File: config.mk
export PLATFORM = sky130hd
export DESIGN_NAME = ocd_decoder
export DESIGN_NICKNAME = d
export VERILOG_FILES = /design/src/hw/ocd_pkg.sv /design/src/hw/ocd_decoder.sv
export SDC_FILE = /design/constraint.sdc
export NUM_CORES = 1
export LEC_CHECK = 0
export BUFFER_PORTS_ARGS = -buffer_cell sky130_fd_sc_hd__buf_2
export CAP_MARGIN = 10
export CELL_PAD_IN_SITES_DETAIL_PLACEMENT = 2
export CELL_PAD_IN_SITES_GLOBAL_PLACEMENT = 2
export CORE_MARGIN = 4
export CORE_UTILIZATION = 26
export CTS_CLUSTER_DIAMETER = 150
export CTS_CLUSTER_SIZE = 28
export DETAILED_ROUTE_END_ITERATION = 8
export PLACE_DENSITY = 0.79
export REMOVE_ABC_BUFFERS = 1
export SYNTH_ARGS = -nofsm -noshare
export SYNTH_HDL_FRONTEND = slang
export SYNTH_SLANG_ARGS = --single-unit
File: constraint.sdc
create_clock -name clk -period 2.5 [get_ports clk]
set_clock_uncertainty 0.15 [all_clocks]
set_input_delay 0.125 -clock clk [delete_from_list [all_inputs] [get_ports clk]]
set_output_delay 0.125 -clock clk [all_outputs]
set_load 0.01 [all_outputs]
File: src/hw/ocd_pkg.sv
/*
 * shared constants, operation codes and carrier structs of the
 * instruction-field decoder.
 * assumes a 32-bit instruction word and the core clock domain.
 */
package ocd_pkg;

	// ----------------------------------------------------------------
	// instruction field positions
	// ----------------------------------------------------------------
	localparam int OCD_OPC_HI = 31;
	localparam int OCD_OPC_LO = 26;
	localparam int OCD_RS_HI = 25;
	localparam int OCD_RS_LO = 21;
	localparam int OCD_RT_HI = 20;
	localparam int OCD_RT_LO = 16;
	localparam int OCD_RD_HI = 15;
	localparam int OCD_RD_LO = 11;
	localparam int OCD_SA_HI = 10;
	localparam int OCD_SA_LO = 6;
	localparam int OCD_FN_HI = 5;
	localparam int OCD_FN_LO = 0;
	localparam int OCD_BIT_TF = 16;
	localparam int OCD_BIT_ROT_IMM = 21;
	localparam int OCD_BIT_ROT_VAR = 6;
	localparam int OCD_BIT_HINT = 10;
	localparam int OCD_BIT_SC = 5;

	// ----------------------------------------------------------------
	// primary opcodes (row, column)
	// ----------------------------------------------------------------
	localparam logic [5:0] OCD_OP_SPECIAL = 6'h00;
	localparam logic [5:0] OCD_OP_BRANCH_TRAP_IMMEDIATE_CLASS = 6'h01;
	localparam logic [5:0] OCD_OP_ADD_IMMEDIATE_WORD = 6'h08;
	localparam logic [5:0] OCD_OP_SYSTEM_COPROCESSOR_CLASS = 6'h10;
	localparam logic [5:0] OCD_OP_FP_COPROCESSOR_CLASS = 6'h11;
	localparam logic [5:0] OCD_OP_DOUBLEWORD_ADD_IMMEDIATE = 6'h18;
	localparam logic [5:0] OCD_OP_SECOND_REGISTER_OP_CLASS = 6'h1c;
	localparam logic [5:0] OCD_OP_THIRD_REGISTER_OP_CLASS = 6'h1f;
	localparam logic [5:0] OCD_OP_LB = 6'h20;
	localparam logic [5:0] OCD_OP_SB = 6'h28;
	localparam logic [5:0] OCD_OP_LL = 6'h30;
	localparam logic [5:0] OCD_OP_SC = 6'h38;

	// ----------------------------------------------------------------
	// function, rt, sa and rs codes of the sub-tables
	// ----------------------------------------------------------------
	localparam logic [5:0] OCD_FN_SLL = 6'h00;
	localparam logic [5:0] OCD_FN_CONDITIONAL_MOVE_CLASS = 6'h01;
	localparam logic [5:0] OCD_FN_SRL = 6'h02;
	localparam logic [5:0] OCD_FN_SHIFT_RIGHT_LOGICAL_VARIABLE = 6'h06;
	localparam logic [5:0] OCD_FN_JR = 6'h08;
	localparam logic [5:0] OCD_FN_JALR = 6'h09;
	localparam logic [5:0] OCD_FN_MOVE_FROM_HI = 6'h10;
	localparam logic [5:0] OCD_FN_DOUBLEWORD_SHIFT_RIGHT_LOGICAL_VARIABLE = 6'h16;
	localparam logic [5:0] OCD_FN_SIGNED_WORD_PRODUCT = 6'h18;
	localparam logic [5:0] OCD_FN_ADD = 6'h20;
	localparam logic [5:0] OCD_FN_RSVD_R5 = 6'h28;
	localparam logic [5:0] OCD_FN_TGE = 6'h30;
	localparam logic [5:0] OCD_FN_DSLL = 6'h38;
	localparam logic [5:0] OCD_FN_DOUBLEWORD_SHIFT_RIGHT_LOGICAL = 6'h3a;
	localparam logic [5:0] OCD_FN_DOUBLEWORD_SHIFT_RIGHT_PLUS32 = 6'h3e;
	localparam logic [5:0] OCD_FN_MULTIPLY_ACCUMULATE = 6'h00;
	localparam logic [5:0] OCD_FN_CLZ = 6'h20;
	localparam logic [5:0] OCD_FN_EXT = 6'h00;
	localparam logic [5:0] OCD_FN_WORD_BYTE_SHUFFLE_CLASS = 6'h20;
	localparam logic [5:0] OCD_FN_DOUBLEWORD_BYTE_SHUFFLE_CLASS = 6'h24;
	localparam logic [4:0] OCD_RT_BRANCH_IF_NEGATIVE = 5'h00;
	localparam logic [4:0] OCD_RT_TRAP_IF_GREATER_EQUAL_IMMEDIATE = 5'h08;
	localparam logic [4:0] OCD_RT_BRANCH_IF_NEGATIVE_AND_LINK = 5'h10;
	localparam logic [1:0] OCD_RT_ROW_RSVD = 2'h3;
	localparam logic [4:0] OCD_SA_SUPERSCALAR_NO_OPERATION = 5'h01;
	localparam logic [4:0] OCD_SA_EHB = 5'h03;
	localparam logic [4:0] OCD_SA_WSBH = 5'h02;
	localparam logic [4:0] OCD_SA_DOUBLEWORD_SWAP_BYTES_HALFWORDS = 5'h02;
	localparam logic [4:0] OCD_SA_DOUBLEWORD_SWAP_HALFWORDS = 5'h05;
	localparam logic [4:0] OCD_RS_MOVE_FROM_SYSTEM_COPROCESSOR = 5'h00;
	localparam logic [4:0] OCD_RS_RDPGPR = 5'h0a;
	localparam logic [4:0] OCD_RS_MACHINE_CONTROL_MOVE = 5'h0b;
	localparam logic [4:0] OCD_RS_WRITE_PREVIOUS_SHADOW_REGISTER = 5'h0e;
	localparam logic [4:0] OCD_RS_FMT_S = 5'h10;
	localparam logic [1:0] OCD_RS_ROW_MOVE = 2'h0;

	// ----------------------------------------------------------------
	// register map (apb, byte addresses)
	// ----------------------------------------------------------------
	localparam logic [7:0] OCD_REG_CTRL = 8'h00;
	localparam logic [7:0] OCD_REG_STATUS = 8'h04;
	localparam logic [7:0] OCD_REG_RICOUNT = 8'h08;
	localparam logic [1:0] OCD_CTRL_RESET = 2'h0;
	localparam int OCD_CTRL_FORCE_R1 = 0;
	localparam int OCD_CTRL_FORCE_32 = 1;
	localparam int OCD_CNT_W = 16;

	typedef enum logic [6:0] {
		OP_UNKNOWN, OP_RESERVED, OP_ADD_IMMEDIATE_WORD, OP_DOUBLEWORD_ADD_IMMEDIATE, OP_LB, OP_SB, OP_LL,
		OP_SC, OP_SLL, OP_NOP, OP_SUPERSCALAR_NO_OPERATION, OP_EHB, OP_JR, OP_JUMP_REGISTER_WITH_BARRIER, OP_JALR,
		OP_JALR_HB, OP_MOVE_FROM_HI, OP_SIGNED_WORD_PRODUCT, OP_ADD, OP_TGE, OP_DSLL, OP_SRL,
		OP_ROTR, OP_SHIFT_RIGHT_LOGICAL_VARIABLE, OP_ROTATE_RIGHT_VARIABLE, OP_DOUBLEWORD_SHIFT_RIGHT_LOGICAL_VARIABLE, OP_DOUBLEWORD_ROTATE_RIGHT_VARIABLE, OP_DOUBLEWORD_SHIFT_RIGHT_LOGICAL, OP_DOUBLEWORD_ROTATE_RIGHT,
		OP_DOUBLEWORD_SHIFT_RIGHT_PLUS32, OP_DOUBLEWORD_ROTATE_RIGHT_PLUS32, OP_MOVE_ON_FP_FALSE, OP_MOVE_ON_FP_TRUE, OP_BRANCH_IF_NEGATIVE, OP_TRAP_IF_GREATER_EQUAL_IMMEDIATE,
		OP_BRANCH_IF_NEGATIVE_AND_LINK, OP_MULTIPLY_ACCUMULATE, OP_CLZ, OP_EXT, OP_WSBH, OP_DOUBLEWORD_SWAP_BYTES_HALFWORDS, OP_DOUBLEWORD_SWAP_HALFWORDS,
		OP_MOVE_FROM_SYSTEM_COPROCESSOR, OP_RDPGPR, OP_WRITE_PREVIOUS_SHADOW_REGISTER, OP_DI, OP_EI, OP_MOVE_WORD_FROM_FP, OP_MOVE_DOUBLEWORD_FROM_FP,
		OP_MOVE_FROM_FP_CONTROL, OP_MFHC1, OP_MTC1, OP_DMTC1, OP_CTC1, OP_MTHC1, OP_FADD_S,
		OP_FSUB_S, OP_FMUL_S, OP_FDIV_S, OP_FSQRT_S, OP_FABS_S, OP_FMOV_S,
		OP_FNEG_S
	} ocd_op_e;

	// configuration that travels with each instruction word
	typedef struct packed {
		logic release2;
		logic ops64;
		logic cp0_usable;
		logic cp1_usable;
	} ocd_cfg_s;

	typedef struct packed {
		ocd_op_e op;
		logic ri;
		logic cpu;
	} ocd_result_s;

endpackage

File: src/hw/ocd_decoder.sv
/*
 * instruction-field decoder with an apb status/control slave.
 * assumes the fetch stage presents a word with its configuration in one
 * cycle and the pipeline reads the registered result one cycle later.
 */
module ocd_decoder
	import ocd_pkg::*;
(
	input wire logic clk, // core clock
	input wire logic sys_rst, // synchronous reset, active high
	input wire logic psel, // apb select
	input wire logic penable, // apb access phase
	input wire logic pwrite, // apb direction
	input wire logic [7:0] paddr, // apb byte address
	input wire logic [31:0] pwdata, // apb write data
	output logic [31:0] prdata, // apb read data
	output logic pready, // apb ready
	output logic pslverr, // apb error, unmapped address
	input wire logic in_valid, // instruction word present
	input wire logic [31:0] in_word, // instruction word
	input wire ocd_cfg_s in_cfg, // configuration of this word
	output logic out_valid, // decoded result present
	output ocd_result_s out_res // decoded result
);

	// ----------------------------------------------------------------
	// decode
	// ----------------------------------------------------------------
	// flags gathered while walking the tables, resolved afterwards
	function automatic ocd_result_s decode(input logic [31:0] w,
		input ocd_cfg_s c);
		ocd_op_e op;
		logic rsvd;
		logic need64;
		logic need_r2;
		logic is_cp0;
		logic is_cp1;
		logic [5:0] opc;
		logic [5:0] fn;
		logic [4:0] rs;
		logic [4:0] rt;
		logic [4:0] rd;
		logic [4:0] sa;
		ocd_result_s r;
		op = OP_UNKNOWN;
		rsvd = 1'b0;
		need64 = 1'b0;
		need_r2 = 1'b0;
		is_cp0 = 1'b0;
		is_cp1 = 1'b0;
		opc = w[OCD_OPC_HI:OCD_OPC_LO];
		fn = w[OCD_FN_HI:OCD_FN_LO];
		rs = w[OCD_RS_HI:OCD_RS_LO];
		rt = w[OCD_RT_HI:OCD_RT_LO];
		rd = w[OCD_RD_HI:OCD_RD_LO];
		sa = w[OCD_SA_HI:OCD_SA_LO];
		case (opc)
			OCD_OP_ADD_IMMEDIATE_WORD: op = OP_ADD_IMMEDIATE_WORD;
			OCD_OP_DOUBLEWORD_ADD_IMMEDIATE:
			begin
				op = OP_DOUBLEWORD_ADD_IMMEDIATE;
				need64 = 1'b1;
			end
			OCD_OP_LB: op = OP_LB;
			OCD_OP_SB: op = OP_SB;
			OCD_OP_LL: op = OP_LL;
			OCD_OP_SC: op = OP_SC;
			OCD_OP_SPECIAL:
			begin
				case (fn)
					OCD_FN_SLL:
					begin
						if (rt != '0 || rd != '0)
							op = OP_SLL;
						else if (sa == '0)
							op = OP_NOP;
						else if (sa == OCD_SA_SUPERSCALAR_NO_OPERATION)
							op = OP_SUPERSCALAR_NO_OPERATION;
						else if (sa == OCD_SA_EHB)
							op = OP_EHB;
						else
							op = OP_SLL;
					end
					OCD_FN_JR: op = w[OCD_BIT_HINT] ? OP_JUMP_REGISTER_WITH_BARRIER : OP_JR;
					OCD_FN_JALR: op = w[OCD_BIT_HINT] ? OP_JALR_HB : OP_JALR;
					OCD_FN_MOVE_FROM_HI: op = OP_MOVE_FROM_HI;
					OCD_FN_SIGNED_WORD_PRODUCT: op = OP_SIGNED_WORD_PRODUCT;
					OCD_FN_ADD: op = OP_ADD;
					OCD_FN_RSVD_R5: rsvd = 1'b1;
					OCD_FN_TGE: op = OP_TGE;
					OCD_FN_DSLL:
					begin
						op = OP_DSLL;
						need64 = 1'b1;
					end
					OCD_FN_CONDITIONAL_MOVE_CLASS:
					begin
						op = w[OCD_BIT_TF] ? OP_MOVE_ON_FP_TRUE : OP_MOVE_ON_FP_FALSE;
						is_cp1 = 1'b1;
					end
					// release 1 ignores the rotate bit entirely
					OCD_FN_SRL:
						op = (c.release2 && w[OCD_BIT_ROT_IMM]) ?
							OP_ROTR : OP_SRL;
					OCD_FN_SHIFT_RIGHT_LOGICAL_VARIABLE:
						op = (c.release2 && w[OCD_BIT_ROT_VAR]) ?
							OP_ROTATE_RIGHT_VARIABLE : OP_SHIFT_RIGHT_LOGICAL_VARIABLE;
					OCD_FN_DOUBLEWORD_SHIFT_RIGHT_LOGICAL_VARIABLE:
					begin
						op = (c.release2 && w[OCD_BIT_ROT_VAR]) ?
							OP_DOUBLEWORD_ROTATE_RIGHT_VARIABLE : OP_DOUBLEWORD_SHIFT_RIGHT_LOGICAL_VARIABLE;
						need64 = 1'b1;
					end
					OCD_FN_DOUBLEWORD_SHIFT_RIGHT_LOGICAL:
					begin
						op = (c.release2 && w[OCD_BIT_ROT_IMM]) ?
							OP_DOUBLEWORD_ROTATE_RIGHT : OP_DOUBLEWORD_SHIFT_RIGHT_LOGICAL;
						need64 = 1'b1;
					end
					OCD_FN_DOUBLEWORD_SHIFT_RIGHT_PLUS32:
					begin
						op = (c.release2 && w[OCD_BIT_ROT_IMM]) ?
							OP_DOUBLEWORD_ROTATE_RIGHT_PLUS32 : OP_DOUBLEWORD_SHIFT_RIGHT_PLUS32;
						need64 = 1'b1;
					end
					default: op = OP_UNKNOWN;
				endcase
			end
			OCD_OP_BRANCH_TRAP_IMMEDIATE_CLASS:
			begin
				if (rt[4:3] == OCD_RT_ROW_RSVD)
					rsvd = 1'b1;
				else if (rt == OCD_RT_BRANCH_IF_NEGATIVE)
					op = OP_BRANCH_IF_NEGATIVE;
				else if (rt == OCD_RT_TRAP_IF_GREATER_EQUAL_IMMEDIATE)
					op = OP_TRAP_IF_GREATER_EQUAL_IMMEDIATE;
				else if (rt == OCD_RT_BRANCH_IF_NEGATIVE_AND_LINK)
					op = OP_BRANCH_IF_NEGATIVE_AND_LINK;
			end
			OCD_OP_SECOND_REGISTER_OP_CLASS:
			begin
				if (fn == OCD_FN_MULTIPLY_ACCUMULATE)
					op = OP_MULTIPLY_ACCUMULATE;
				else if (fn == OCD_FN_CLZ)
					op = OP_CLZ;
			end
			OCD_OP_THIRD_REGISTER_OP_CLASS:
			begin
				need_r2 = 1'b1;
				case (fn)
					OCD_FN_EXT: op = OP_EXT;
					OCD_FN_WORD_BYTE_SHUFFLE_CLASS:
						if (sa == OCD_SA_WSBH)
							op = OP_WSBH;
					OCD_FN_DOUBLEWORD_BYTE_SHUFFLE_CLASS:
					begin
						need64 = 1'b1;
						if (sa == OCD_SA_DOUBLEWORD_SWAP_BYTES_HALFWORDS)
							op = OP_DOUBLEWORD_SWAP_BYTES_HALFWORDS;
						else if (sa == OCD_SA_DOUBLEWORD_SWAP_HALFWORDS)
							op = OP_DOUBLEWORD_SWAP_HALFWORDS;
					end
					default: rsvd = (fn[2:0] == 3'h0);
				endcase
			end
			OCD_OP_SYSTEM_COPROCESSOR_CLASS:
			begin
				is_cp0 = 1'b1;
				case (rs)
					OCD_RS_MOVE_FROM_SYSTEM_COPROCESSOR: op = OP_MOVE_FROM_SYSTEM_COPROCESSOR;
					OCD_RS_RDPGPR:
					begin
						op = OP_RDPGPR;
						need_r2 = 1'b1;
					end
					OCD_RS_WRITE_PREVIOUS_SHADOW_REGISTER:
					begin
						op = OP_WRITE_PREVIOUS_SHADOW_REGISTER;
						need_r2 = 1'b1;
					end
					OCD_RS_MACHINE_CONTROL_MOVE:
					begin
						op = w[OCD_BIT_SC] ? OP_EI : OP_DI;
						need_r2 = 1'b1;
					end
					default: op = OP_UNKNOWN;
				endcase
			end
			OCD_OP_FP_COPROCESSOR_CLASS:
			begin
				is_cp1 = 1'b1;
				if (rs[4:3] == OCD_RS_ROW_MOVE)
				begin
					case (rs[2:0])
						3'h0: op = OP_MOVE_WORD_FROM_FP;
						3'h1:
						begin
							op = OP_MOVE_DOUBLEWORD_FROM_FP;
							need64 = 1'b1;
						end
						3'h2: op = OP_MOVE_FROM_FP_CONTROL;
						3'h3:
						begin
							op = OP_MFHC1;
							need_r2 = 1'b1;
						end
						3'h4: op = OP_MTC1;
						3'h5:
						begin
							op = OP_DMTC1;
							need64 = 1'b1;
						end
						3'h6: op = OP_CTC1;
						default:
						begin
							op = OP_MTHC1;
							need_r2 = 1'b1;
						end
					endcase
				end
				else if (rs == OCD_RS_FMT_S && fn[5:3] == 3'h0)
				begin
					case (fn[2:0])
						3'h0: op = OP_FADD_S;
						3'h1: op = OP_FSUB_S;
						3'h2: op = OP_FMUL_S;
						3'h3: op = OP_FDIV_S;
						3'h4: op = OP_FSQRT_S;
						3'h5: op = OP_FABS_S;
						3'h6: op = OP_FMOV_S;
						default: op = OP_FNEG_S;
					endcase
				end
			end
			default: op = OP_UNKNOWN;
		endcase
		r.op = op;
		r.ri = 1'b0;
		r.cpu = 1'b0;
		// inaccessible coprocessor wins over every reserved test on it
		if ((is_cp0 && !c.cp0_usable) || (is_cp1 && !c.cp1_usable))
			r.cpu = 1'b1;
		else if (rsvd)
			r.ri = 1'b1;
		else if (need_r2 && !c.release2)
			r.ri = 1'b1;
		else if (need64 && !c.ops64)
			r.ri = 1'b1;
		if (r.ri || r.cpu)
			r.op = OP_RESERVED;
		return r;
	endfunction

	// ----------------------------------------------------------------
	// control register and effective configuration
	// ----------------------------------------------------------------
	logic [1:0] ctrl;
	logic [OCD_CNT_W-1:0] ri_count;
	ocd_cfg_s eff_cfg;
	ocd_result_s next_res;
	logic wr_en;
	logic rd_en;

	// software can only narrow what the pipeline grants, never widen it
	always_comb
	begin
		eff_cfg = in_cfg;
		eff_cfg.release2 = in_cfg.release2 && !ctrl[OCD_CTRL_FORCE_R1];
		eff_cfg.ops64 = in_cfg.ops64 && !ctrl[OCD_CTRL_FORCE_32];
		next_res = decode(in_word, eff_cfg);
	end

	// ----------------------------------------------------------------
	// result register
	// ----------------------------------------------------------------
	always_ff @(posedge clk)
	begin
		if (sys_rst)
		begin
			out_valid <= 1'b0;
			out_res <= '{op: OP_UNKNOWN, ri: 1'b0, cpu: 1'b0};
		end
		else
		begin
			out_valid <= in_valid;
			if (in_valid)
				out_res <= next_res;
		end
	end

	// ----------------------------------------------------------------
	// apb slave
	// ----------------------------------------------------------------
	assign pready = 1'b1;
	assign wr_en = psel && penable && pwrite;
	assign rd_en = psel && !pwrite;

	always_ff @(posedge clk)
	begin
		if (sys_rst)
			ctrl <= OCD_CTRL_RESET;
		else if (wr_en && paddr == OCD_REG_CTRL)
			ctrl <= pwdata[1:0];
	end

	// a software clear and a new exception in the same cycle leave a count of one
	always_ff @(posedge clk)
	begin
		if (sys_rst)
			ri_count <= '0;
		else if (in_valid && next_res.ri)
		begin
			if (wr_en && paddr == OCD_REG_RICOUNT)
				ri_count <= OCD_CNT_W'(1);
			else if (ri_count != '1)
				ri_count <= ri_count + OCD_CNT_W'(1);
		end
		else if (wr_en && paddr == OCD_REG_RICOUNT)
			ri_count <= '0;
	end

	always_ff @(posedge clk)
	begin
		if (sys_rst)
		begin
			prdata <= '0;
			pslverr <= 1'b0;
		end
		else if (psel && !penable)
		begin
			pslverr <= !(paddr == OCD_REG_CTRL || paddr == OCD_REG_STATUS ||
				paddr == OCD_REG_RICOUNT);
			prdata <= '0;
			if (rd_en)
			begin
				case (paddr)
					OCD_REG_CTRL: prdata <= {30'h0, ctrl};
					OCD_REG_STATUS:
						prdata <= {22'h0, out_valid, out_res.cpu, out_res.ri,
							out_res.op};
					OCD_REG_RICOUNT: prdata <= {16'h0, ri_count};
					default: prdata <= '0;
				endcase
			end
		end
	end

endmodule

Word level (Yosys, flattened, before mapping). Cells that the tools add are included.

Flip-flop bits (word level): 61. Input port bits: 82.

$add $sub $neg: 1. Equality and inequality tests: 52. Multiplexer cells: 58. Reduce and logical (&&, ||, !) cells: 50.

Operators with widths (count): 6-bit case mux with 14 select lines (1); 7-bit case mux with 12 select lines (1); 16-bit 2-to-1 mux (5); 6-bit equality test (second input constant) (11); 6-bit 2-to-1 mux (11); 6-bit by 5-bit equality test with 1-bit output (second input constant) (8); 16-bit case mux with 3 select lines (1); 5-bit case mux with 7 select lines (1); 4-bit case mux with 7 select lines (1); 6-bit case mux with 4 select lines (1); 5-bit by 4-bit equality test with 1-bit output (second input constant) (4); 1-bit 2-to-1 mux (19); 3-bit equality test (second input constant) (6); 6-bit by 4-bit equality test with 1-bit output (second input constant) (3); 6-bit case mux with 3 select lines (1); 16-bit by 1-bit adder with 16-bit output (second input constant) (1); 1-bit logical AND (16); 2-bit 2-to-1 mux (8); 16-bit inequality test (second input constant) (1); 5-bit logical NOT (3); 7-bit 2-to-1 mux (2); 3-bit by 2-bit equality test with 1-bit output (second input constant) (4); 6-bit by 1-bit equality test with 1-bit output (second input constant) (2); 6-bit logical NOT (2); 27 further kinds (48).

Longest topological paths before layout. Gate-level depths: netlist of the first run.

Depth in word-level cells: 13. Mapped depth: 11. Gate-level depth less buffers: 7.

Least setup slack after synthesis of the first run. No wires, ideal clock.

Path kind: input-to-reg. Start: in in_word[31]. End: reg ri_count[8]. Library setup time: 0.070 ns. Arrival time: 1.823 ns. Slack: 0.456 ns. Cell stages on the path: 10. Path buffers: 3. Path through: buf_2 and3b_1 buf_4 o21ai_1 a32oi_1 o31a_1 o21ai_2 buf_6 or4_1 a21oi_1.

Word-level cells in the longest chain between the ends: 10. Elaborated cells between the ends (all ways): 24. Classes of those cells: eq/ne: 5; mux: 10; reduce/logical: 9.

Ends and longest elaborated chain: from (decl) (RTL line ocd_decoder.sv:20) `input wire logic [31:0] in_word,`; 6-bit by 5-bit equality test with 1-bit output / 6-bit logical NOT (equally long branches) (RTL line ocd_decoder.sv:57) `case (opc)`; 1-bit case mux with 4 select lines (RTL line ocd_decoder.sv:57); 1-bit logical AND (RTL line ocd_decoder.sv:247) `else if (need64 && !c.ops64)`; 1-bit 2-to-1 mux (RTL line ocd_decoder.sv:247); 1-bit 2-to-1 mux (RTL line ocd_decoder.sv:245) `else if (need_r2 && !c.release2)`; 1-bit 2-to-1 mux (RTL line ocd_decoder.sv:243) `else if (rsvd)`; 1-bit 2-to-1 mux * (RTL line ocd_decoder.sv:241) `if ((is_cp0 && !c.cp0_usable) || (is_cp1 && !c.cp1_usable))`; 1-bit logical AND * (RTL line ocd_decoder.sv:311) `else if (in_valid && next_res.ri)`; 2-bit nonzero test (no source line); 2-bit AND reduction (no source line); to (signal assigned) (RTL line ocd_decoder.sv:316) `ri_count <= ri_count + OCD_CNT_W'(1);`; to (decl) (RTL line ocd_decoder.sv:258) `logic [OCD_CNT_W-1:0] ri_count;`.

Every way passes the cells marked *; elsewhere a longest branch is shown, timed or not. A chain may end at the register's enable or synchronous reset.

Worst setup path in the final report of the first run.
Start: reg ri_count[4]. End: reg ri_count[13].

Word-level cells in the longest chain between the ends: 4. Elaborated cells between the ends (all ways): 7. Classes of those cells: add/sub: 1; eq/ne: 1; mux: 3; reduce/logical: 2.

Ends and longest elaborated chain: 16-bit by 1-bit adder with 16-bit output (RTL line ocd_decoder.sv:316); 16-bit 2-to-1 mux (RTL line ocd_decoder.sv:315) `else if (ri_count != '1)`; 16-bit 2-to-1 mux (RTL line ocd_decoder.sv:313) `if (wr_en && paddr == OCD_REG_RICOUNT)`; 16-bit 2-to-1 mux (RTL line ocd_decoder.sv:311).

Parallel ways exist; a longest one is shown, timed or not. The select of a mux whose other input is x is not followed.

==> impl_results.md, run 1 <==
- Status: finished clean
- Ports: 126
- DR iter-0 viols: 200
- Final Setup Violations: 0
- Residual DRC: 0
- H-tree depth: 2
- Pwr Total: 0.00165 W
- Final hold vios: 0
- Wire per inst: 19.3 µm
- Post-Synthesis Cells: 458
- Delay-heaviest family, CP: simple AND/OR/NAND/NOR gates
- Top_reg_cell synth: dfxtp_1
- WP data arrival: 2.36 ns
- Crit path buffers/inverters: 0
- Critical Path End Type: flip-flop
- Ant. Diodes: 0
- First-pass DRT Iterations: 4
- P_leak: 1.54 nW
- Unique cell type count in the Yosys netlist: 71
- Initial antenna violation count: 0
- Max-cap violations: 0
- Data required time of the critical path: 2.53 ns
- GRT Util Overall: 0.185
- Pwr Density: 407 nW/µm²
- Gr ovfl total: 0
- Width of the die: 121 µm
- Largest net degree at the start of global routing: 34
- Worst-Skew Late Latency: 0.28 ns
- Cts repair resizes: 0
- Routability congestion estimate: 0.927
- Row count: 40
- Bufs on Longest Clock Path: 2
- Slew @ Worst Pin: 0.557 ns
- Post-synth EDFFs: 0
- Post CTS Setup Buffer Count: 0
- Async set or reset register ratio after synthesis: 0
- Crit path max fanout: 7
- Core ar.: 12300 µm²
- Fin. max-slew vios: 0
- Top achievable clock speed: 430 MHz
- Sequential area share after synthesis: 0.266
- Dpl hpwl: 10800 µm
- Synth Warn #: 0
- CTS buffer count: 5
- Nets@finish: 619
- Sink Count: 44
- Vias in the first global route: 4114
- VDD IR max: 0.000243 V
- Worst-path clk slew: 0.06 ns
- Avg Cell Area, Syn: 7.23 µm²
- Critical path start-end classification: flip-flop to flip-flop
- Die ar.: 14600 µm²
- Hold Path Class: input port to flip-flop
- Tcrit/Tclk final: 0.930
- Mapped Area: 3310 µm²
- Final ANT Viol Nets: 0
- Layout Cells excl Fill: 705
- CTS tree: yes
- Final Core Density: 0.330
- Area grow syn2layout: 22.1%
- Total wire length: 13600 µm
- First-pass GRT wire length: 21800 µm
- Starting Density: 0.270
- RSZ-0062 raised after global routing: no
- Synth Register Bits: 44
- Placed cell count: 696
- Via density: 5.43
- Worst path slowest cell: or3_1
- Reg2reg setup slack: 0.17 ns
- Port-buffer cells: 77
- Share of cells above drive strength 1: 0.231
- CTS root buf: clkbuf_16
- Crit path launch type: flip-flop
- Die Height: 121 µm
- Critical Path, Cell by Cell: and4_1, and3_1, nand3_1, or3_1, nand2_1, nor4_1, o21a_1
- FILL cells: 1447
- Slowest stage delay, CP: 0.53 ns
- Fin crit period: 2.33 ns
- Detailed-route via count: 3827
- Total negative slack: 0 ns
- Max-slew headroom: 0.625
## path summary, 6_finish.rpt
| kind | start | endpoint | depth (start not counted) |
|---|---|---|---|
| hold / removal | pwdata[1] | ctrl[1] | 3 |
| setup / recovery | ri_count[4] | ri_count[13] | 7 |
| setup reg to reg | ri_count[4] | ri_count[13] | 7 |
| hold reg to reg | pslverr | pslverr | 2 |
## layout make-up
cell class	instances	area [µm²]	share of cell area
clock buffer	5	125	0.0309
clock inverter	3	23.8	0.00588
inverter	7	26.3	0.00649
multi-input combinational	377	2200	0.544
sequential	44	881	0.218
tap	168	210	0.0519
timing repair buffer	101	581	0.143
## power breakdown
part / switching (W) / total (W) / internal [W]
sequential: 0.00000378 / 0.000709 / 0.000705
clock: 0.000282 / 0.000653 / 0.000372
combinational: 0.000183 / 0.000286 / 0.000102
total: 0.000469 / 0.00165 / 0.00118
## sequential cells by signal, summed over array words and instances, names as in the netlist
signal and cells:
ri_count 16, prdata 16, out_valid 1, ctrl 2, pslverr 1, out_res 8
## worst register-to-register path: stages (launching register included)
cell,delay [ns]
dfxtp_1,0.40
and4_1,0.27
and3_1,0.27
nand3_1,0.14
or3_1,0.53
nand2_1,0.20
nor4_1,0.09
o21a_1,0.17
## through the flow
stage / instance area [µm²] / hold slack [ns] / worst slack (ns)
6_report: 4050 / 0.0102 / 0.175
3_5_place_dp: 3890 / 0.250 / 0.0281
5_1_grt: 4050 / 0.0438 / 0.0531
3_3_place_gp: 3890 / 0.236 / 0.132
2_1_floorplan: 3110 / 0.0441 / 0.392
4_1_cts: 4050 / 0.0206 / 0.192
## cell usage in the layout, fill, tap and decap left out, types with 12 or more instances in the layout
master / netlist / routed
conb_1: 2 / 18
dfxtp_1: 44 / 44
nor3_1: 12 / 12
buf_4: 21 / 22
nor2_1: 61 / 61
nand2_1: 35 / 35
o21ai_0: 23 / 23
a22oi_1: 18 / 18
buf_2: 5 / 77
a21oi_1: 36 / 36
nand3_1: 21 / 21
## per-layer routing
layer | vias up | GRT usage | wire (µm)
li1 | 1817 | - | -
met1 | 1867 | 0.235 | 6190
met3 | 20 | 0.0214 | 662
met4 | 0 | 0.0482 | 249
met2 | 123 | 0.329 | 6540
met5 | - | 0 | 0
## cells in the mapped netlist, types with 6 or more instances
| master | instances | area, µm² |
|---|---|---|
| inv_1 | 7 | 26.3 |
| nor3_1 | 12 | 60.1 |
| buf_4 | 21 | 158 |
| nand4_1 | 10 | 62.6 |
| nor2_1 | 61 | 229 |
| nor2b_1 | 11 | 68.8 |
| o211ai_1 | 8 | 60.1 |
| o21ai_0 | 23 | 115 |
| dfxtp_1 | 44 | 881 |
| and3_1 | 7 | 43.8 |
| or4_1 | 6 | 45.0 |
| a21oi_1 | 36 | 180 |
| nand2b_1 | 7 | 43.8 |
| a22oi_1 | 18 | 135 |
| nor4_1 | 7 | 43.8 |
| or3_1 | 8 | 50.1 |
| nand2_1 | 35 | 131 |
| o31ai_1 | 10 | 75.1 |
| clkbuf_1 | 18 | 67.6 |
| nand3_1 | 21 | 105 |
## cell families after synthesis
group	after synthesis	share of synthesized area
AND/OR/NAND/NOR	215	0.344
AO/OA/AOI/OAI	131	0.262
buffers and inverters	53	0.0884
flip-flops	44	0.266
XOR/XNOR	6	0.0159
multiplexers	6	0.0185
other	2	0.00227
adder cells (fa/ha/maj)	1	0.00378
## timing repair
action / 4_1_cts / 5_1_grt
endpoints found under the setup margin: 0 / 0
hold buffers: 1 / 0
hold endpoints to repair: 1 / 0
Power figures use the tool's default switching activity.
==> run 2, diff against run 1 <==
--- a/config.mk
+++ b/config.mk
@@ -5,17 +5,19 @@
 export SDC_FILE = /design/constraint.sdc
 export NUM_CORES = 1
 export LEC_CHECK = 0
+export ABC_AREA = 1
 export BUFFER_PORTS_ARGS = -buffer_cell sky130_fd_sc_hd__buf_2
 export CAP_MARGIN = 10
 export CELL_PAD_IN_SITES_DETAIL_PLACEMENT = 2
 export CELL_PAD_IN_SITES_GLOBAL_PLACEMENT = 2
 export CORE_MARGIN = 4
-export CORE_UTILIZATION = 26
+export CORE_UTILIZATION = 25
 export CTS_CLUSTER_DIAMETER = 150
 export CTS_CLUSTER_SIZE = 28
 export DETAILED_ROUTE_END_ITERATION = 8
-export PLACE_DENSITY = 0.79
+export PLACE_DENSITY = 0.81
 export REMOVE_ABC_BUFFERS = 1
+export SETUP_SLACK_MARGIN = 0.15
 export SYNTH_ARGS = -nofsm -noshare
 export SYNTH_HDL_FRONTEND = slang
 export SYNTH_SLANG_ARGS = --single-unit
==> impl_results.md, run 2 <==
- Routability congestion estimate: 0.888
- WP data arrival: 2.31 ns
- Top_reg_cell synth: dfxtp_1
- VDD IR max: 0.000221 V
- Mapped Area: 3520 µm²
- DR iter-0 viols: 183
- Reg-to-reg startpoint: ri_count[0]
- Fin. max-slew vios: 0
- Top cell type's share of synthesized area: 0.250
- Fin area: 4300 µm²
- Width of the die: 127 µm
- First-pass DRT Iterations: 4
- First-pass GRT wire length: 22700 µm
- Regs by FF count: prdata (16), ri_count (16), out_res (8)
- CTS buffer count: 5
- Commonest non-fill, non-tap cells in the layout: nand2_1, nor2_1, buf_2
- Post-synth EDFFs: 0
- Unique cell type count in the Yosys netlist: 36
- Dpl hpwl: 11300 µm
- Status: finished clean
- Commonest non-fill, non-tap cell in the layout: nand2_1
- CP endpoint: ri_count[2]
- GRT Util Overall: 0.172
- Top cells by area, synth: dfxtp_1, nand2_1, nor2_1, nand3_1, inv_1
- Starting Density: 0.255
- Core ar.: 13800 µm²
- Reg2Reg Capture Point: ri_count[2]
- Ports: 126
- GRT Max-Usage Layer: met2
- Wire per inst: 17.0 µm
- Synth Warn #: 0
- Residual DRC: 0
- Initial antenna violation count: 0
- Grt met2 use: 0.315
- Top cells by count, synth: nand2_1, nor2_1, inv_1, nand3_1, a21oi_1
- Worst-path clk slew: 0.07 ns
- CTS root buf: clkbuf_16
- H-tree depth: 2
- Row count: 43
- Async set or reset register ratio after synthesis: 0
- Crit path launch type: flip-flop
- Critical Path Source: ri_count[0]
- Die Height: 127 µm
- Worst-Skew Late Latency: 0.30 ns
- Tcrit/Tclk final: 0.894
- Critical Path End Type: flip-flop
- Pwr Density: 376 nW/µm²
- RSZ-0062 raised after global routing: no
- Vias in the first global route: 4565
- Via density: 4.93
- Die ar.: 16100 µm²
- Bufs on Longest Clock Path: 2
- Placed inst area: 4050 µm²
- Share of cells above drive strength 1: 0.181
- Crit path max fanout: 5
- Sequential area share after synthesis: 0.250
- Sink Count: 44
- Total wire length: 15000 µm
- Area grow syn2layout: 22.2%
- Fin crit period: 2.23 ns
- Slew @ Worst Pin: 0.573 ns
- Reg2reg setup slack: 0.27 ns
- Port-buffer cells: 77
- Gr ovfl total: 0
- Detailed-route via count: 4343
- CTS tree: yes
- P_leak: 2.04 nW
- Cell taking the most area after synthesis: dfxtp_1
- Nets@finish: 783
- Ant. Diodes: 0
- Data required time of the critical path: 2.57 ns
- Avg Cell Area, Syn: 5.76 µm²
- Synth Register Bits: 44
- Post-Synthesis Cells: 612
- Count leader, synth: nand2_1
- Final ANT Viol Nets: 0
- Final hold vios: 0
- Hold Path Class: input port to flip-flop
- Largest net degree at the start of global routing: 28
- Max-cap violations: 0
- Final Setup Violations: 0
- Total negative slack: 0 ns
- Met1 Use GR: 0.213
- Max-slew headroom: 0.617
- Worst R2R Path Depth: 9
- Met3 Use GR: 0.0156
- Critical path start-end classification: flip-flop to flip-flop
- Top achievable clock speed: 448 MHz
run 2: cell count changes after synthesis, sizes merged, moves of 8 or more:
cell | before | now
clkbuf | 19 | 6
nand3 | 21 | 60
nor2 | 62 | 97
or3 | 8 | 0
a21oi | 36 | 45
nor2b | 11 | 0
a22oi | 18 | 0
o31ai | 10 | 0
nand2 | 36 | 163
nand4 | 10 | 22
inv | 7 | 78
o211ai | 8 | 0
run 2: layout make-up:
type                            instances  area (µm²)
Sequential cell                        44         881
Multi-Input combinational cell        480        2260
Fill cell                            1784        9520
Inverter                               78         293
Timing Repair Buffer                   91         495
Tap cell                              180         225
Clock inverter                          3        23.8
Clock buffer                            5         125
run 2: metal layers:
metal	up-vias	part of all wire
li1	2130	-
met1	2101	0.44
met2	97	0.50
met3	15	0.038
met4	0	0.015
met5	-	0
run 2: how the worst min path moves through the flow:
stage,start,end,cells after the start
CTS,in_valid,out_res[4],4
global placement,pwdata[0],ctrl[0],3
finish,in_valid,out_res[4],4
global route,in_valid,out_res[4],4
detailed placement,pwdata[1],ctrl[1],3
floorplan,sys_rst,out_res[1],1
run 2: logic make-up after synthesis:
| group | count (synthesis) | synth area share |
|---|---|---|
| simple gates | 366 | 0.460 |
| other cells | 2 | 0.00213 |
| buf+inv | 107 | 0.139 |
| fa+ha+maj | 1 | 0.00355 |
| xor+xnor | 8 | 0.0199 |
| compound gates | 84 | 0.126 |
| flops | 44 | 0.250 |
run 2: repair_timing:
item / CTS / global route
pin swaps: 1 / 3
gates resized for setup: 0 / 3
hold buffers: 2 / 0
gates cloned: 0 / 3
hold endpoints to repair: 2 / 0
setup buffers: 0 / 5
setup endpoints to repair: 1 / 16
run 2: through the flow:
stage          setup slack (ns)  instances  hold WS, ns   util  power (W)
2_1_floorplan             0.631        599       0.0441      -   0.000835
3_3_place_gp              0.339        863        0.255  0.293   0.000937
3_5_place_dp              0.215        863        0.281  0.293   0.000948
4_1_cts                   0.152        873      0.00189  0.305    0.00163
5_1_grt                   0.129        881       0.0828  0.311    0.00168
6_report                  0.266        881      0.00400  0.311    0.00162
run 2: report_power, final:
part           switching [W]  internal, W
sequential        0.00000246     0.000704
combinational       0.000159    0.0000712
clock               0.000310     0.000372
total               0.000471      0.00115
run 2: critical path: stages (launching register included):
cell and delay [ns]:
dfxtp_1 0.38, ha_1 0.21, nand2_1 0.12, nor2_2 0.17, nand4_1 0.23, nor2_4 0.23, nand4_4 0.19, nand3_4 0.20
nand3_1 0.11, a21oi_1 0.16
==> run 3, diff against run 2 <==
--- a/config.mk
+++ b/config.mk
@@ -16,7 +16,6 @@
 export CTS_CLUSTER_SIZE = 28
 export DETAILED_ROUTE_END_ITERATION = 8
 export PLACE_DENSITY = 0.81
-export REMOVE_ABC_BUFFERS = 1
 export SETUP_SLACK_MARGIN = 0.15
 export SYNTH_ARGS = -nofsm -noshare
 export SYNTH_HDL_FRONTEND = slang
==> constraint.sdc (replaced) <==
create_clock -name clk -period 2.5 [get_ports clk]
set_clock_uncertainty 0.15 [all_clocks]
set_input_delay 0.125 -clock clk [delete_from_list [all_inputs] [get_ports clk]]
set_output_delay 0.125 -clock clk [all_outputs]
set_load 0.1 [all_outputs]
==> impl_results.md, run 3 (synthesized netlist as in run 2, its figures left out) <==
- Sink Count: 44
- Final Setup Violations: 0
- H-tree depth: 2
- Critical Path End Type: flip-flop
- DR iter-0 viols: 105
- Reg2reg setup slack: 0.38 ns
- Ant. Diodes: 0
- Critical path start-end classification: flip-flop to flip-flop
- First-pass GRT wire length: 23400 µm
- CTS tree: yes
- Fin. max-slew vios: 0
- CP endpoint: ri_count[0]
- Layout Cells excl Fill: 875
- Detailed-route via count: 4225
- Nets@finish: 777
- Total negative slack: 0 ns
- Fin crit period: 2.12 ns
- Critical Path Source: ri_count[1]
- Slew @ Worst Pin: 0.584 ns
- Placed inst area: 4060 µm²
- P_leak: 2.03 nW
- Wire per inst: 15.9 µm
- Row count: 43
- Gr ovfl total: 0
- Starting Density: 0.255
- Ports: 126
- Routability congestion estimate: 0.883
- Crit path max fanout: 17
- Die ar.: 16100 µm²
- Max-cap violations: 0
- First-pass DRT Iterations: 4
- RSZ-0062 raised after global routing: no
- CTS buffer count: 5
- Vias in the first global route: 4725
- Pwr Density: 427 nW/µm²
- Residual DRC: 0
- Commonest non-fill, non-tap cells in the layout: nand2_1, nor2_1, buf_2
- Cts repair resizes: 0
- Reg-to-reg startpoint: ri_count[1]
- Hold Path Class: input port to flip-flop
- Final ANT Viol Nets: 0
- Placed cell count: 864
- Total wire length: 14000 µm
- Dpl hpwl: 11800 µm
- Worst-Skew Late Latency: 0.29 ns
- Commonest non-fill, non-tap cell in the layout: nand2_1
- Max-slew headroom: 0.610
- Regs by FF count: prdata (16), ri_count (16), out_res (8)
- Die Height: 127 µm
- Bufs on Longest Clock Path: 2
- Fin area: 4250 µm²
- Top achievable clock speed: 473 MHz
- Width of the die: 127 µm
- Initial antenna violation count: 0
- Crit path launch type: flip-flop
- Core ar.: 13800 µm²
- WP data arrival: 2.15 ns
- Worst-path clk slew: 0.06 ns
- Area grow syn2layout: 20.6%
- GRT Util Overall: 0.176
- CTS root buf: clkbuf_16
- Largest net degree at the start of global routing: 24
- VDD IR max: 0.000237 V
- Via density: 4.83
- Final Core Density: 0.307
- Tcrit/Tclk final: 0.846
- Port-buffer cells: 77
- Final hold vios: 0
- Reg2Reg Capture Point: ri_count[0]
- Data required time of the critical path: 2.53 ns
- Worst R2R Path Depth: 10
- Status: finished clean
- Share of cells above drive strength 1: 0.174
## run 3: per-layer routing
| metal | part of all wire | vias to the layer above | GRT usage |
|---|---|---|---|
| li1 | - | 2105 | - |
| met1 | 0.43 | 2019 | 0.213 |
| met2 | 0.52 | 92 | 0.333 |
| met3 | 0.038 | 9 | 0.0202 |
| met4 | 0.012 | 0 | 0.0360 |
| met5 | 0 | - | 0 |
## run 3: through the flow
step	setup WS, ns	total power [W]	hold slack, ns
6_report	0.384	0.00182	0.0140
2_1_floorplan	0.616	0.000996	0.157
3_3_place_gp	0.435	0.00107	0.258
3_5_place_dp	0.316	0.00108	0.283
4_1_cts	0.301	0.00184	0.0184
5_1_grt	0.171	0.00190	0.0329
## run 3: layout make-up
| cell class | count | area (µm²) |
|---|---|---|
| fillers | 1789 | 9580 |
| multi-input cells | 477 | 2210 |
| flip-flops and latches | 44 | 881 |
| repair buffers | 88 | 470 |
| inverters | 78 | 293 |
| well taps | 180 | 225 |
| clock buffers | 5 | 125 |
| clock inverters | 3 | 42.5 |
## run 3: repair_timing
action,CTS,global route
setup buffers,0,2
hold buffers,1,0
endpoints found under the setup margin,0,16
endpoints found under the hold margin,1,0
## run 3: how the worst min path moves through the flow
| stage | start | end | slack [ns] | cells past startpoint |
|---|---|---|---|---|
| after global routing | pwdata[0] | ctrl[0] | 0.03 | 3 |
| after floorplan | sys_rst | ri_count[0] | 0.16 | 3 |
| final | pwdata[0] | ctrl[0] | 0.01 | 3 |
| after detailed placement | pwdata[1] | ctrl[1] | 0.28 | 3 |
| after CTS | pwdata[0] | ctrl[0] | 0.02 | 3 |
| after global placement | pwdata[0] | ctrl[0] | 0.26 | 3 |
## run 3: critical path, stage by stage (launching register included)
cell and delay [ns]:
dfxtp_1 0.36, ha_1 0.19, nand2_1 0.10, nor2_1 0.20
nand4_1 0.21, nor2_2 0.20, nand4_4 0.13, nand3_4 0.21
nand3_1 0.12, nand2_1 0.10, nor2_1 0.04
## run 3: where the power goes
part,internal [W],total (W),switching [W],leakage [nW]
clock network,0.000469,0.000751,0.000282,0.0798
registers,0.000705,0.000708,0.00000286,0.355
logic,0.0000709,0.000358,0.000287,1.59
